`src/logic/atrr_pkg.sv`:
```
package atrr_pkg;

  localparam int FRAME_BITS = 16;
  localparam int CNT_W = 5;
  localparam logic [CNT_W-1:0] FRAME_CNT = 5'h10;

  // Byte addresses within a page
  localparam logic [6:0] ADDR_PAGE_SEL = 7'h00;
  localparam logic [6:0] ADDR_Y_THR = 7'h30;
  localparam logic [6:0] ADDR_Z_THR = 7'h32;
  localparam logic [6:0] ADDR_P_THR = 7'h3A;
  localparam logic [6:0] ADDR_FW_REV = 7'h78;
  localparam logic [6:0] ADDR_FAC_DM = 7'h7A;
  localparam logic [6:0] ADDR_FAC_YR = 7'h7C;

  localparam logic [15:0] PAGE_ALARM = 16'h0003;
  localparam logic [15:0] REG_RESET = 16'h0000;
  localparam logic [15:0] READ_ZERO = 16'h0000;

  // Alarm configuration and status bit positions
  localparam int CFG2_Y_EN = 3;
  localparam int CFG2_Y_DYN = 0;
  localparam int CFG2_Y_GT = 1;
  localparam int CFG2_Z_EN = 7;
  localparam int CFG2_Z_DYN = 4;
  localparam int CFG2_Z_GT = 5;
  localparam int CFG3_P_EN = 7;
  localparam int CFG3_P_GT = 5;
  localparam int CFG3_P_DYN = 4;
  localparam int STS_Y = 4;
  localparam int STS_Z = 5;
  localparam int STS_P = 11;

  // Pin vector order for the synchroniser
  localparam int PIN_MOSI = 0;
  localparam int PIN_CS = 1;
  localparam int PIN_SCLK = 2;
  localparam logic [2:0] PIN_IDLE = 3'h6;

  typedef struct packed {
    logic wr;
    logic [6:0] addr;
    logic [7:0] data;
  } atrr_cmd_t;

  typedef struct packed {
    logic en;
    logic dyn;
    logic gt;
  } atrr_alarm_ctl_t;

  typedef enum logic [2:0] {
    ST_IDLE = 3'b001,
    ST_SHIFT = 3'b010,
    ST_EXEC = 3'b100
  } atrr_state_t;

endpackage

```
`src/logic/atrr_pin_sync.sv`:
```
`timescale 1ns/10ps
module atrr_pin_sync #(
  parameter int W = 3,
  parameter logic [W-1:0] IDLE_LVL = '0
) (
  input wire logic clk_i,
  input wire logic reset_n_i,
  input wire logic ce_i,
  input wire logic [W-1:0] pin_i,
  output logic [W-1:0] lvl_o,
  output logic [W-1:0] rise_o,
  output logic [W-1:0] fall_o
);
  import atrr_pkg::*;

  if (W < 1)
  begin : g_bad_w
    $error("synchroniser width must be at least one");
  end

  logic [W-1:0] s1_q, s2_q, s3_q, lvl_q, rise_q, fall_q;
  logic [W-1:0] lvl_d, rise_d, fall_d;

  // A change counts only once the second and third stages agree
  for (genvar i = 0; i < W; i++)
  begin : g_bit
    always_comb
    begin
      lvl_d[i] = (s2_q[i] == s3_q[i]) ? s3_q[i] : lvl_q[i];
      rise_d[i] = lvl_d[i] & ~lvl_q[i];
      fall_d[i] = ~lvl_d[i] & lvl_q[i];
    end
  end

  always_ff @(posedge clk_i)
  begin
    if (!reset_n_i)
    begin
      s1_q <= IDLE_LVL;
      s2_q <= IDLE_LVL;
      s3_q <= IDLE_LVL;
      lvl_q <= IDLE_LVL;
      rise_q <= '0;
      fall_q <= '0;
    end
    else if (ce_i)
    begin
      s1_q <= pin_i;
      s2_q <= s1_q;
      s3_q <= s2_q;
      lvl_q <= lvl_d;
      rise_q <= rise_d;
      fall_q <= fall_d;
    end
  end

  assign lvl_o = lvl_q;
  assign rise_o = rise_q;
  assign fall_o = fall_q;

endmodule

```
`src/logic/atrr_alarm_cmp.sv`:
```
`timescale 1ns/10ps
module atrr_alarm_cmp (
  input wire logic clk_i,
  input wire logic reset_n_i,
  input wire logic ce_i,
  input atrr_pkg::atrr_alarm_ctl_t ctl_i,
  input wire logic [15:0] thr_i,
  input wire logic [15:0] sample_i,
  input wire logic sample_valid_i,
  output logic alarm_o
);
  import atrr_pkg::*;

  logic [15:0] prev_q, prev_d, value;
  logic has_prev_q, has_prev_d, alarm_q, alarm_d, hit;

  always_comb
  begin
    // Delta wraps at 16 bits, as the sample word does
    value = ctl_i.dyn ? 16'(sample_i - prev_q) : sample_i;
    hit = ctl_i.gt ? ($signed(value) > $signed(thr_i))
                   : ($signed(value) < $signed(thr_i));
    // No delta exists before the first sample
    if (ctl_i.dyn && !has_prev_q)
      hit = 1'b0;
    prev_d = prev_q;
    has_prev_d = has_prev_q;
    alarm_d = alarm_q & ctl_i.en;
    if (sample_valid_i)
    begin
      prev_d = sample_i;
      has_prev_d = 1'b1;
      alarm_d = ctl_i.en & hit;
    end
  end

  always_ff @(posedge clk_i)
  begin
    if (!reset_n_i)
    begin
      prev_q <= REG_RESET;
      has_prev_q <= 1'b0;
      alarm_q <= 1'b0;
    end
    else if (ce_i)
    begin
      prev_q <= prev_d;
      has_prev_q <= has_prev_d;
      alarm_q <= alarm_d;
    end
  end

  assign alarm_o = alarm_q;

endmodule

```
`src/logic/atrr_regs.sv`:
```
`timescale 1ns/10ps
// Operation
// [RL1] Y accel threshold, 16-bit signed, resets zero
// [RL2] Y threshold active when config2 bit 3
// [RL3] Z accel threshold, 16-bit signed, resets zero
// [RL4] Z threshold active when config2 bit 7
// [RL5] Pressure threshold, 16-bit signed, resets zero
// [RL6] Pressure threshold active when config3 bit 7
// [RL7] Firmware revision read-only, four BCD digits
// [RL8] Each revision nibble holds one decimal digit
// [RL9] Month and day BCD, read-only, limited tens
// [RL10] Year BCD read-only, tens digit limited
// [RL11] Page select reads page, resets zero
// [RL12] Host writes page number to redirect accesses
// [RL13] Config3 bit 5 selects pressure polarity
// [RL14] Config3 bit 4 selects sample-to-sample change
// [RL15] Frame: write flag, byte address, data byte
// [RL16] Writes to read-only registers are ignored
// [RL17] Thresholds read back last written value
module atrr_regs #(
  parameter logic [15:0] FW_REV = 16'h0100,
  parameter logic [15:0] FAC_DM = 16'h0101,
  parameter logic [15:0] FAC_YR = 16'h2000
) (
  input wire logic clk_i,
  input wire logic reset_n_i,
  input wire logic ce_i,
  input wire logic sclk_i,
  input wire logic cs_n_i,
  input wire logic mosi_i,
  output logic miso_o,
  output logic miso_oe_n_o,
  input wire logic [15:0] alarm_config_second_i,
  input wire logic [15:0] alarm_config_third_i,
  input wire logic [15:0] y_accel_i,
  input wire logic [15:0] z_accel_i,
  input wire logic [15:0] pressure_i,
  input wire logic sample_valid_i,
  output logic [15:0] page_select_o,
  output logic [15:0] alarm_status_flags_o
);
  import atrr_pkg::*;

  function automatic logic bcd_ok(input logic [15:0] v, input logic [3:0] hi_max,
                                  input logic [3:0] tens_max);
    bcd_ok = (v[15:12] <= hi_max) && (v[11:8] <= 4'h9) && (v[7:4] <= tens_max)
             && (v[3:0] <= 4'h9);
  endfunction

  // Fixed factory words must be legal BCD
  if (!bcd_ok(FW_REV, 4'h9, 4'h9)) // RL8
  begin : g_bad_rev
    $error("firmware revision parameter is not BCD");
  end
  if (!bcd_ok(FAC_DM, 4'h2, 4'h3)) // RL9
  begin : g_bad_dm
    $error("factory month and day parameter is not BCD");
  end
  if (!bcd_ok(FAC_YR, 4'h9, 4'h3)) // RL10
  begin : g_bad_yr
    $error("factory year parameter is not BCD");
  end

  logic [2:0] pin_lvl, pin_rise, pin_fall;
  logic sclk_rise, sclk_fall, cs_start, cs_end, mosi_lvl;

  atrr_pin_sync #(.W(3), .IDLE_LVL(PIN_IDLE)) u_sync (
    .clk_i(clk_i),
    .reset_n_i(reset_n_i),
    .ce_i(ce_i),
    .pin_i({sclk_i, cs_n_i, mosi_i}),
    .lvl_o(pin_lvl),
    .rise_o(pin_rise),
    .fall_o(pin_fall)
  );

  assign sclk_rise = pin_rise[PIN_SCLK];
  assign sclk_fall = pin_fall[PIN_SCLK];
  assign cs_start = pin_fall[PIN_CS];
  assign cs_end = pin_rise[PIN_CS];
  assign mosi_lvl = pin_lvl[PIN_MOSI];

  atrr_state_t state_q, state_d;
  logic [15:0] rx_q, rx_d, tx_q, tx_d;
  logic [CNT_W-1:0] cnt_q, cnt_d;
  logic [6:0] rd_addr_q, rd_addr_d;
  logic [15:0] page_q, page_d, ythr_q, ythr_d, zthr_q, zthr_d, pthr_q, pthr_d;
  logic miso_q, miso_d, oe_n_q, oe_n_d;
  atrr_cmd_t cmd;
  logic [15:0] rd_word;

  assign cmd = atrr_cmd_t'(rx_q);

  // Registers are 16 bits over two byte addresses, low byte even
  function automatic logic [15:0] read_word(input logic [6:0] a, input logic [15:0] pg,
                                            input logic [15:0] y, input logic [15:0] z,
                                            input logic [15:0] p);
    logic [6:0] w;
    w = {a[6:1], 1'b0};
    read_word = READ_ZERO;
    if (w == ADDR_PAGE_SEL)
      read_word = pg; // RL11
    else if (pg == PAGE_ALARM)
    begin
      unique case (w)
        ADDR_Y_THR: read_word = y; // RL17
        ADDR_Z_THR: read_word = z; // RL17
        ADDR_P_THR: read_word = p; // RL17
        ADDR_FW_REV: read_word = FW_REV; // RL7
        ADDR_FAC_DM: read_word = FAC_DM; // RL9
        ADDR_FAC_YR: read_word = FAC_YR; // RL10
        default: read_word = READ_ZERO;
      endcase
    end
  endfunction

  assign rd_word = read_word(rd_addr_q, page_q, ythr_q, zthr_q, pthr_q);

  always_comb
  begin
    state_d = state_q;
    rx_d = rx_q;
    tx_d = tx_q;
    cnt_d = cnt_q;
    rd_addr_d = rd_addr_q;
    page_d = page_q;
    ythr_d = ythr_q;
    zthr_d = zthr_q;
    pthr_d = pthr_q;
    miso_d = miso_q;
    oe_n_d = oe_n_q;
    unique case (state_q)
      ST_IDLE:
      begin
        // Answer to the previous read goes out in this frame
        if (cs_start)
        begin
          state_d = ST_SHIFT;
          cnt_d = '0;
          tx_d = rd_word;
          miso_d = rd_word[FRAME_BITS-1];
          oe_n_d = 1'b0;
        end
      end
      ST_SHIFT:
      begin
        if (sclk_rise && cnt_q != FRAME_CNT)
        begin
          rx_d = {rx_q[FRAME_BITS-2:0], mosi_lvl}; // RL15
          cnt_d = CNT_W'(cnt_q + 1'b1);
        end
        if (sclk_fall && cnt_q != '0)
        begin
          tx_d = {tx_q[FRAME_BITS-2:0], 1'b0};
          miso_d = tx_q[FRAME_BITS-2];
        end
        if (cs_end)
        begin
          oe_n_d = 1'b1;
          // Short frames are dropped whole
          state_d = (cnt_q == FRAME_CNT) ? ST_EXEC : ST_IDLE; // RL15
        end
      end
      ST_EXEC:
      begin
        state_d = ST_IDLE;
        if (!cmd.wr)
          rd_addr_d = cmd.addr; // RL15
        else if ({cmd.addr[6:1], 1'b0} == ADDR_PAGE_SEL)
        begin
          // Page select lives at the bottom of every page
          if (cmd.addr[0])
            page_d[15:8] = cmd.data; // RL12
          else
            page_d[7:0] = cmd.data; // RL12
        end
        else if (page_q == PAGE_ALARM)
        begin
          // Read-only words fall through untouched
          unique case ({cmd.addr[6:1], 1'b0}) // RL16
            ADDR_Y_THR:
              if (cmd.addr[0]) ythr_d[15:8] = cmd.data; else ythr_d[7:0] = cmd.data; // RL1
            ADDR_Z_THR:
              if (cmd.addr[0]) zthr_d[15:8] = cmd.data; else zthr_d[7:0] = cmd.data; // RL3
            ADDR_P_THR:
              if (cmd.addr[0]) pthr_d[15:8] = cmd.data; else pthr_d[7:0] = cmd.data; // RL5
            default:
            begin
            end
          endcase
        end
      end
      default:
      begin
        state_d = ST_IDLE;
        oe_n_d = 1'b1;
      end
    endcase
  end

  always_ff @(posedge clk_i)
  begin
    if (!reset_n_i)
    begin
      state_q <= ST_IDLE;
      rx_q <= REG_RESET;
      tx_q <= REG_RESET;
      cnt_q <= '0;
      rd_addr_q <= ADDR_PAGE_SEL;
      page_q <= REG_RESET; // RL11
      ythr_q <= REG_RESET; // RL1
      zthr_q <= REG_RESET; // RL3
      pthr_q <= REG_RESET; // RL5
      miso_q <= 1'b0;
      oe_n_q <= 1'b1;
    end
    else if (ce_i)
    begin
      state_q <= state_d;
      rx_q <= rx_d;
      tx_q <= tx_d;
      cnt_q <= cnt_d;
      rd_addr_q <= rd_addr_d;
      page_q <= page_d;
      ythr_q <= ythr_d;
      zthr_q <= zthr_d;
      pthr_q <= pthr_d;
      miso_q <= miso_d;
      oe_n_q <= oe_n_d;
    end
  end

  assign miso_o = miso_q;
  assign miso_oe_n_o = oe_n_q;
  assign page_select_o = page_q;

  atrr_alarm_ctl_t y_ctl, z_ctl, p_ctl;
  logic y_alarm, z_alarm, p_alarm;

  assign y_ctl = '{en: alarm_config_second_i[CFG2_Y_EN], dyn: alarm_config_second_i[CFG2_Y_DYN],
                   gt: alarm_config_second_i[CFG2_Y_GT]}; // RL2
  assign z_ctl = '{en: alarm_config_second_i[CFG2_Z_EN], dyn: alarm_config_second_i[CFG2_Z_DYN],
                   gt: alarm_config_second_i[CFG2_Z_GT]}; // RL4
  assign p_ctl = '{en: alarm_config_third_i[CFG3_P_EN], dyn: alarm_config_third_i[CFG3_P_DYN],
                   gt: alarm_config_third_i[CFG3_P_GT]}; // RL6 RL13 RL14

  atrr_alarm_cmp u_y_cmp (
    .clk_i(clk_i),
    .reset_n_i(reset_n_i),
    .ce_i(ce_i),
    .ctl_i(y_ctl),
    .thr_i(ythr_q),
    .sample_i(y_accel_i),
    .sample_valid_i(sample_valid_i),
    .alarm_o(y_alarm)
  );

  atrr_alarm_cmp u_z_cmp (
    .clk_i(clk_i),
    .reset_n_i(reset_n_i),
    .ce_i(ce_i),
    .ctl_i(z_ctl),
    .thr_i(zthr_q),
    .sample_i(z_accel_i),
    .sample_valid_i(sample_valid_i),
    .alarm_o(z_alarm)
  );

  atrr_alarm_cmp u_p_cmp (
    .clk_i(clk_i),
    .reset_n_i(reset_n_i),
    .ce_i(ce_i),
    .ctl_i(p_ctl),
    .thr_i(pthr_q),
    .sample_i(pressure_i),
    .sample_valid_i(sample_valid_i),
    .alarm_o(p_alarm)
  );

  always_comb
  begin
    alarm_status_flags_o = READ_ZERO;
    alarm_status_flags_o[STS_Y] = y_alarm; // RL2
    alarm_status_flags_o[STS_Z] = z_alarm; // RL4
    alarm_status_flags_o[STS_P] = p_alarm; // RL6
  end
endmodule

```
`config.mk`:
```
export PLATFORM = sky130hd
export DESIGN_NAME = atrr_regs
export DESIGN_NICKNAME = d
export VERILOG_FILES = /design/src/logic/atrr_pkg.sv /design/src/logic/atrr_pin_sync.sv /design/src/logic/atrr_alarm_cmp.sv /design/src/logic/atrr_regs.sv
export SDC_FILE = /design/constraint.sdc
export NUM_CORES = 1
export LEC_CHECK = 0
export BUFFER_PORTS_ARGS = -buffer_cell sky130_fd_sc_hd__buf_4
export CAP_MARGIN = 5
export CORE_MARGIN = 2
export CORE_UTILIZATION = 40
export DETAILED_ROUTE_END_ITERATION = 10
export PLACE_DENSITY_LB_ADDON = 0.1
export REMOVE_ABC_BUFFERS = 1
export SLEW_MARGIN = 20
export SYNTH_ARGS = -nofsm -noshare
export SYNTH_HDL_FRONTEND = slang
export SYNTH_SLANG_ARGS = --single-unit
```
`constraint.sdc`:
```
create_clock -name clk_i -period 7.6 [get_ports clk_i]
set_input_delay 0 -clock clk_i [delete_from_list [all_inputs] [get_ports clk_i]]
set_output_delay 0 -clock clk_i [all_outputs]
set_load 0.05 [all_outputs]
```
# After elaboration in Yosys (flattened, before gate mapping)
# Cells that the tools add are included.
# W data, S select, Z words.
# totals
in_bits	87
regBits	182
# op_classes
n_bitwise	22
n_lt_le_gt_ge	6
eq_ne	22
addsub	4
reduce_logical	25
n_mux	34
# ops
cell	count
$pmux W16 S6	1
$mux W16	5
$gt A16 B16 Y1	3
$lt A16 B16 Y1	3
$sub A16 B16 Y16	3
$reduce_and A7 Y1	6
$eq A6 B5 Y1 const B	6
$mux W15	2
$pmux W15 S2	1
$eq A6 B6 Y1 const B	3
$eq A16 B2 Y1 const B	1
$mux W1	16
$and A1 B1 Y1	12
$logic_not A6 Y1	2
$reduce_and A4 Y1	3
$mux W5	2
$not A1 Y1	10
$pmux W5 S2	1
$reduce_and A5 Y1	2
$mux W3	3
$reduce_and A3 Y1	3
$pmux W3 S2	1
$add A5 B1 Y5 const B	1
$eq A5 B5 Y1 const B	1
other kinds (14)	22

# Depth between registers and ports, before layout
# logic_depth
ltp_word	7
mapped_depth	20

# By module
# From an unflattened synthesis, not the netlist that was laid out.
# hier_totals
cells_unflattened	1450
hier_area_um2	12120.4
# modules_own_cells
mod	instances	cells_per_inst	area_per_inst_um2	seq_area_each_um2
atrr_regs	1	542	5139.9	2222.1
atrr_alarm_cmp (u_y_cmp ...)	2	282	2098.3	360.3
atrr_alarm_cmp (u_p_cmp)	1	272	2045.7	360.3
atrr_pin_sync	1	72	738.2	360.3

# Least setup slack after synthesis
# Ideal clock, no wire load.
# synth_path
path_kind	flip-flop to flip-flop
start	reg u_z_cmp.prev_q[1]
end	reg u_z_cmp.alarm_q (netlist: u_z_cmp.alarm_o)
stages_incl_launch_ff	20
period_less_slack_ns	3.925
arrival_ns	3.851
path_buffers	0
path_slack_ns	3.675
setup_ns	0.074
path_cell_list	dfxtp_1 -> inv_1 -> ha_1 -> nor2b_1 -> o31ai_1 -> a21oi_1 -> a221o_1 -> a2111oi_2 -> nor3_1 -> mux2i_1 -> o32ai_1 -> ha_1 -> and3_1 -> nand4_1 -> nor2_1 -> a211oi_1 -> nand4b_1 -> o22ai_1 -> mux2_2 -> o21ai_0
# synth_via
elab_chain_cells	7
word_cells_on_any_way	8
classes_between	add/sub (1); order compare (2); mux (4); bitwise (1)
# synth_lines
element	line_no	text
start: declaration	atrr_alarm_cmp.sv:14	logic [15:0] prev_q, prev_d, value;
start signal: assignment	atrr_alarm_cmp.sv:47	prev_q <= prev_d;
$sub A16 B16 Y16 (*)	atrr_alarm_cmp.sv:20	value = ctl_i.dyn ? 16'(sample_i - prev_q) : sample_i;
$mux W16 (*)	atrr_alarm_cmp.sv:20	
$lt A16 B16 Y1 / $gt A16 B16 Y1 (equally long branches)	atrr_alarm_cmp.sv:22, atrr_alarm_cmp.sv:21	
$mux W1 (*)	atrr_alarm_cmp.sv:21	hit = ctl_i.gt ? ($signed(value) > $signed(thr_i))
$mux W1 (*)	atrr_alarm_cmp.sv:24	if (ctl_i.dyn && !has_prev_q)
$and A1 B1 Y1 (*)	atrr_alarm_cmp.sv:33	alarm_d = ctl_i.en & hit;
$mux W1 (*)	atrr_alarm_cmp.sv:29	if (sample_valid_i)
end signal: assignment	atrr_alarm_cmp.sv:49	alarm_q <= alarm_d;
end: declaration	atrr_alarm_cmp.sv:15	logic has_prev_q, has_prev_d, alarm_q, alarm_d, hit;
# Mark *: on every way between the ends. The rest lies on a longest branch, timed or not.
# A chain may end at the register's enable or synchronous reset.

# Worst setup path after layout
# Same ends and word-level chain as after synthesis.

==> metrics.md <==
| Metric | Value |
|---|---|
| Status | finished clean |
| CP arrival | 5510 ps |
| Crit end category | flip-flop |
| ANT nets after route | 0 |
| Slowest cell on the critical path | dlygate4sd3_1 |
| Core ar. | 28,900 sq um |
| Final worst setup slack | 2470 ps |
| Ranking of synthesized cells by area | dfxtp_1 (30%), ha_1 (10%), mux2i_1 (8.6%) |
| RSZ-0062 raised after global routing | false |
| Row count | 62 |
| CP peak stage delay | 550 ps |
| Hold crit path type | input port to flip-flop |
| Global-route wire length before repair | 49,100 um |
| Gate power share | 0.186 |
| CP startpoint kind | flip-flop |
| Cell family with most CP delay | compound AO/OA/AOI/OAI gates |
| Post-synthesis sequential area ratio | 0.304 |
| Count of final hold-check violations | 0 |
| Hold-fix buffers, CTS | 57 |
| Drt pass-1 iters | 5 |
| Worst path cell trace | inv_1 -> ha_1 -> nor2b_1 -> o31ai_1 -> a21oi_1 -> a221o_1 -> a2111oi_2 -> nor3_1 -> mux2i_1 -> o32ai_1 -> ha_1 -> and3_1 -> nand4_1 -> nor2_1 -> a211oi_1 -> nand4b_1 -> o22ai_1 -> mux2_2 -> o21ai_0 -> dlygate4sd3_1 |
| Max-slew headroom | 0.371 |
| Clock slew at reported path FFs | 90 ps |
| Die H | 176 um |
| Setup WS pre-CTS | 3090 ps |
| Crit path top cell by count | ha_1 |
| Leak | 5.49 nW |
| Cell accounting for the most synthesized area | dfxtp_1 |
| Worst vdd ir | 149 uV |
| Initial antenna violation count | 0 |
| Int Pwr | 0.00161 W |
| Yosys cell types | 68 |
| Avg Cell Area, Syn | 8.25 sq um |
| Total die area | 30,800 sq um |
| Reg power frac | 0.416 |
| Synthesis Warnings | 0 |
| Data required time of the worst path | 7990 ps |
| IO Pins | 121 |
| Post-Synthesis Cells | 1,426 |
| Via density | 5.09 |
| Num Clock Sinks | 179 |
| Clock network power share | 0.398 |
| Clk Latency, worst-skew pair | 450 ps |
| Max-cap viol count | 0 |
| Hold WS | 45.6 ps |
| Critical path peak fanout | 3 |
| Slew Viols, Final | 0 |
| Vias in the first global route | 9,242 |
| Longest Clk Path Bufs | 2 |
| Initial DRC count | 621 |
| Critical path class | flip-flop to flip-flop |
| Power Density | 167 nW/um^2 |
| Layout Nets | 1,706 |
| Share of cells above drive strength 1 | 0.112 |
| # port buffers | 84 |
| Fill cell count | 2,845 |
| Post-synth EDFFs | 0 |
| DRC errors left | 0 |
| Num CTS Buffers | 17 |
| Setup TNS Final | 0 ps |
| Slew @ Worst Pin | 938 ps |
| Root Buffer | clkbuf_16 |
| Asr flop ratio synth | 0 |
| Largest net degree at the start of global routing | 92 |
| Gpl congestion | 0.847 |
| Routed WL per cell | 15.5 um |
| Synth Flop Type | dfxtp_1 |
| Setup Skew | 19.8 ps |
| Initial core utilization | 0.408 |
| Net Sw Frac | 0.302 |
| Yosys top cell area share | 0.304 |
| Fin util | 0.478 |
| Inserted Diodes | 0 |
| CTS tree | yes |
| Gr usage total | 0.198 |
| Period minus WS final | 5130 ps |
| Area Growth Syn to Fin | 17.2% |
| Setup Fix Bufs, Post-CTS | 0 |
| Hpwl dp | 21,300 um |
| Setup violators final | 0 |
| F_max | 0.195 GHz |
| Routed wire length | 29,700 um |
| Post-synthesis register bit count | 179 |
| Switching power total | 0.000696 W |
| Cell area after synthesis | 11,800 sq um |
| Post-route clock period utilization | 0.675 |
| H-Tree Level Count | 4 |
| GR Overflow Total | 0 |
| Worst path bufs/invs | 2 |
| CTS resizes | 0 |
| Die X | 176 um |
| Via count | 9,772 |
-- through the flow --
stage	total power, W	std cells	area [sq um]
detailed placement	0.00139	1829	12600
global placement	0.00138	1829	12600
floorplan	0.00127	1353	11400
CTS	0.00234	1918	13800
global route	0.00243	1918	13800
finish	0.00230	1918	13800
-- cell families after synthesis --
logic type / Yosys count / synth area share
multiplexers: 127 / 0.111
flip-flops: 179 / 0.304
other: 1 / 0.000319
buffers and inverters: 198 / 0.0688
AND/OR/NAND/NOR: 466 / 0.204
XOR/XNOR: 38 / 0.0283
AO/OA/AOI/OAI: 319 / 0.178
adder cells (fa/ha/maj): 98 / 0.106
-- layout make-up --
cell class / instances / area [sq um] / share of cell area
multi-input combinational: 1061 / 7420 / 0.538
sequential: 179 / 3580 / 0.260
timing repair buffer: 149 / 1260 / 0.0914
tap: 384 / 480 / 0.0348
clock buffer: 17 / 425 / 0.0308
inverter: 113 / 424 / 0.0308
clock inverter: 15 / 194 / 0.0141
-- layout by cell type, fill, tap and decap left out, drive strengths merged, types with 5 or more instances in the layout --
cell type      n
nand2        183
dfxtp        179
inv          120
nor2b        106
mux2i        101
ha            95
buf           92
o21ai         74
a21boi        68
a21oi         65
dlygate4sd3   57
nor2          55
mux2          26
xnor2         23
nand3         20
a21o          19
o211ai        19
nand2b        18
clkbuf        17
o21a          15
xor2          15
a22oi         15
nor3          15
or3           14
nand4         13
conb          13
nor4           9
a211oi         8
and3           8
o31ai          8
clkinv         8
o2111ai        6
nand4b         6
nor4b          5
-- layer usage --
metal / global-route usage / vias to the layer above / routed length [um]
li1: - / 5093 / -
met1: 0.281 / 4525 / 15500
met2: 0.318 / 123 / 13000
met3: 0.0247 / 31 / 755
met4: 0.0520 / 0 / 474
met5: 0 / - / 0
-- worst min-delay path, delay by kind of cell --
kind | cells | cell delay (ps)
muxes | 1 | 160
and+or+nand+nor | 1 | 60
buffers and inverters | 1 | 230
-- cells in the mapped netlist, drive strengths merged, types with 4 or more instances --
master / n
mux2: 26
nor4: 9
nor4b: 5
nand2b: 18
or2: 4
a21boi: 68
a22oi: 15
and3: 8
nand4b: 6
a211oi: 8
a21oi: 65
a31oi: 4
ha: 95
xnor2: 23
mux2i: 101
clkbuf: 63
o211ai: 19
nor3: 15
o21a: 15
a221o: 4
o22ai: 4
nand4: 13
dfxtp: 179
or3: 14
xor2: 15
o31ai: 8
o21ai: 74
nor2: 55
nor2b: 106
inv: 112
a21o: 19
o2111ai: 6
buf: 22
nand2: 183
nand3: 20
-- worst paths after layout --
check,startpoint,endpoint,slack [ps],depth (start not counted)
setup / recovery,u_z_cmp.prev_q[1],u_z_cmp.alarm_o,2470,20
hold / removal,ce_i,u_sync.s2_q[2],50,3
setup reg to reg,u_z_cmp.prev_q[1],u_z_cmp.alarm_o,2470,20
hold reg to reg,tx_q[4],tx_q[4],450,2
-- power by group through the flow --
stage                     Clock, W  Sequential, W  Combinational (W)
after floorplan                  0       0.000981           0.000288
after detailed placement         0       0.000982           0.000407
after CTS                 0.000946       0.000960           0.000431
after global routing      0.000977       0.000962           0.000489
after global placement           0       0.000981           0.000400
final                     0.000917       0.000960           0.000428
-- state kept, by name, summed over array words and instances, names as in the netlist, 2 cells and up, named ones only --
register,cells
cmd,16
page_select_o,16
pthr_q,16
u_p_cmp.prev_q,16
u_y_cmp.prev_q,16
u_z_cmp.prev_q,16
ythr_q,16
zthr_q,16
tx_q,15
rd_addr_q,6
cnt_q,5
state_q,3
u_sync.s1_q,3
u_sync.s2_q,3
u_sync.s3_q,3
u_sync.fall_o,2
u_sync.lvl_o,2
u_sync.rise_o,2
(Power assumes the default switching activity.)
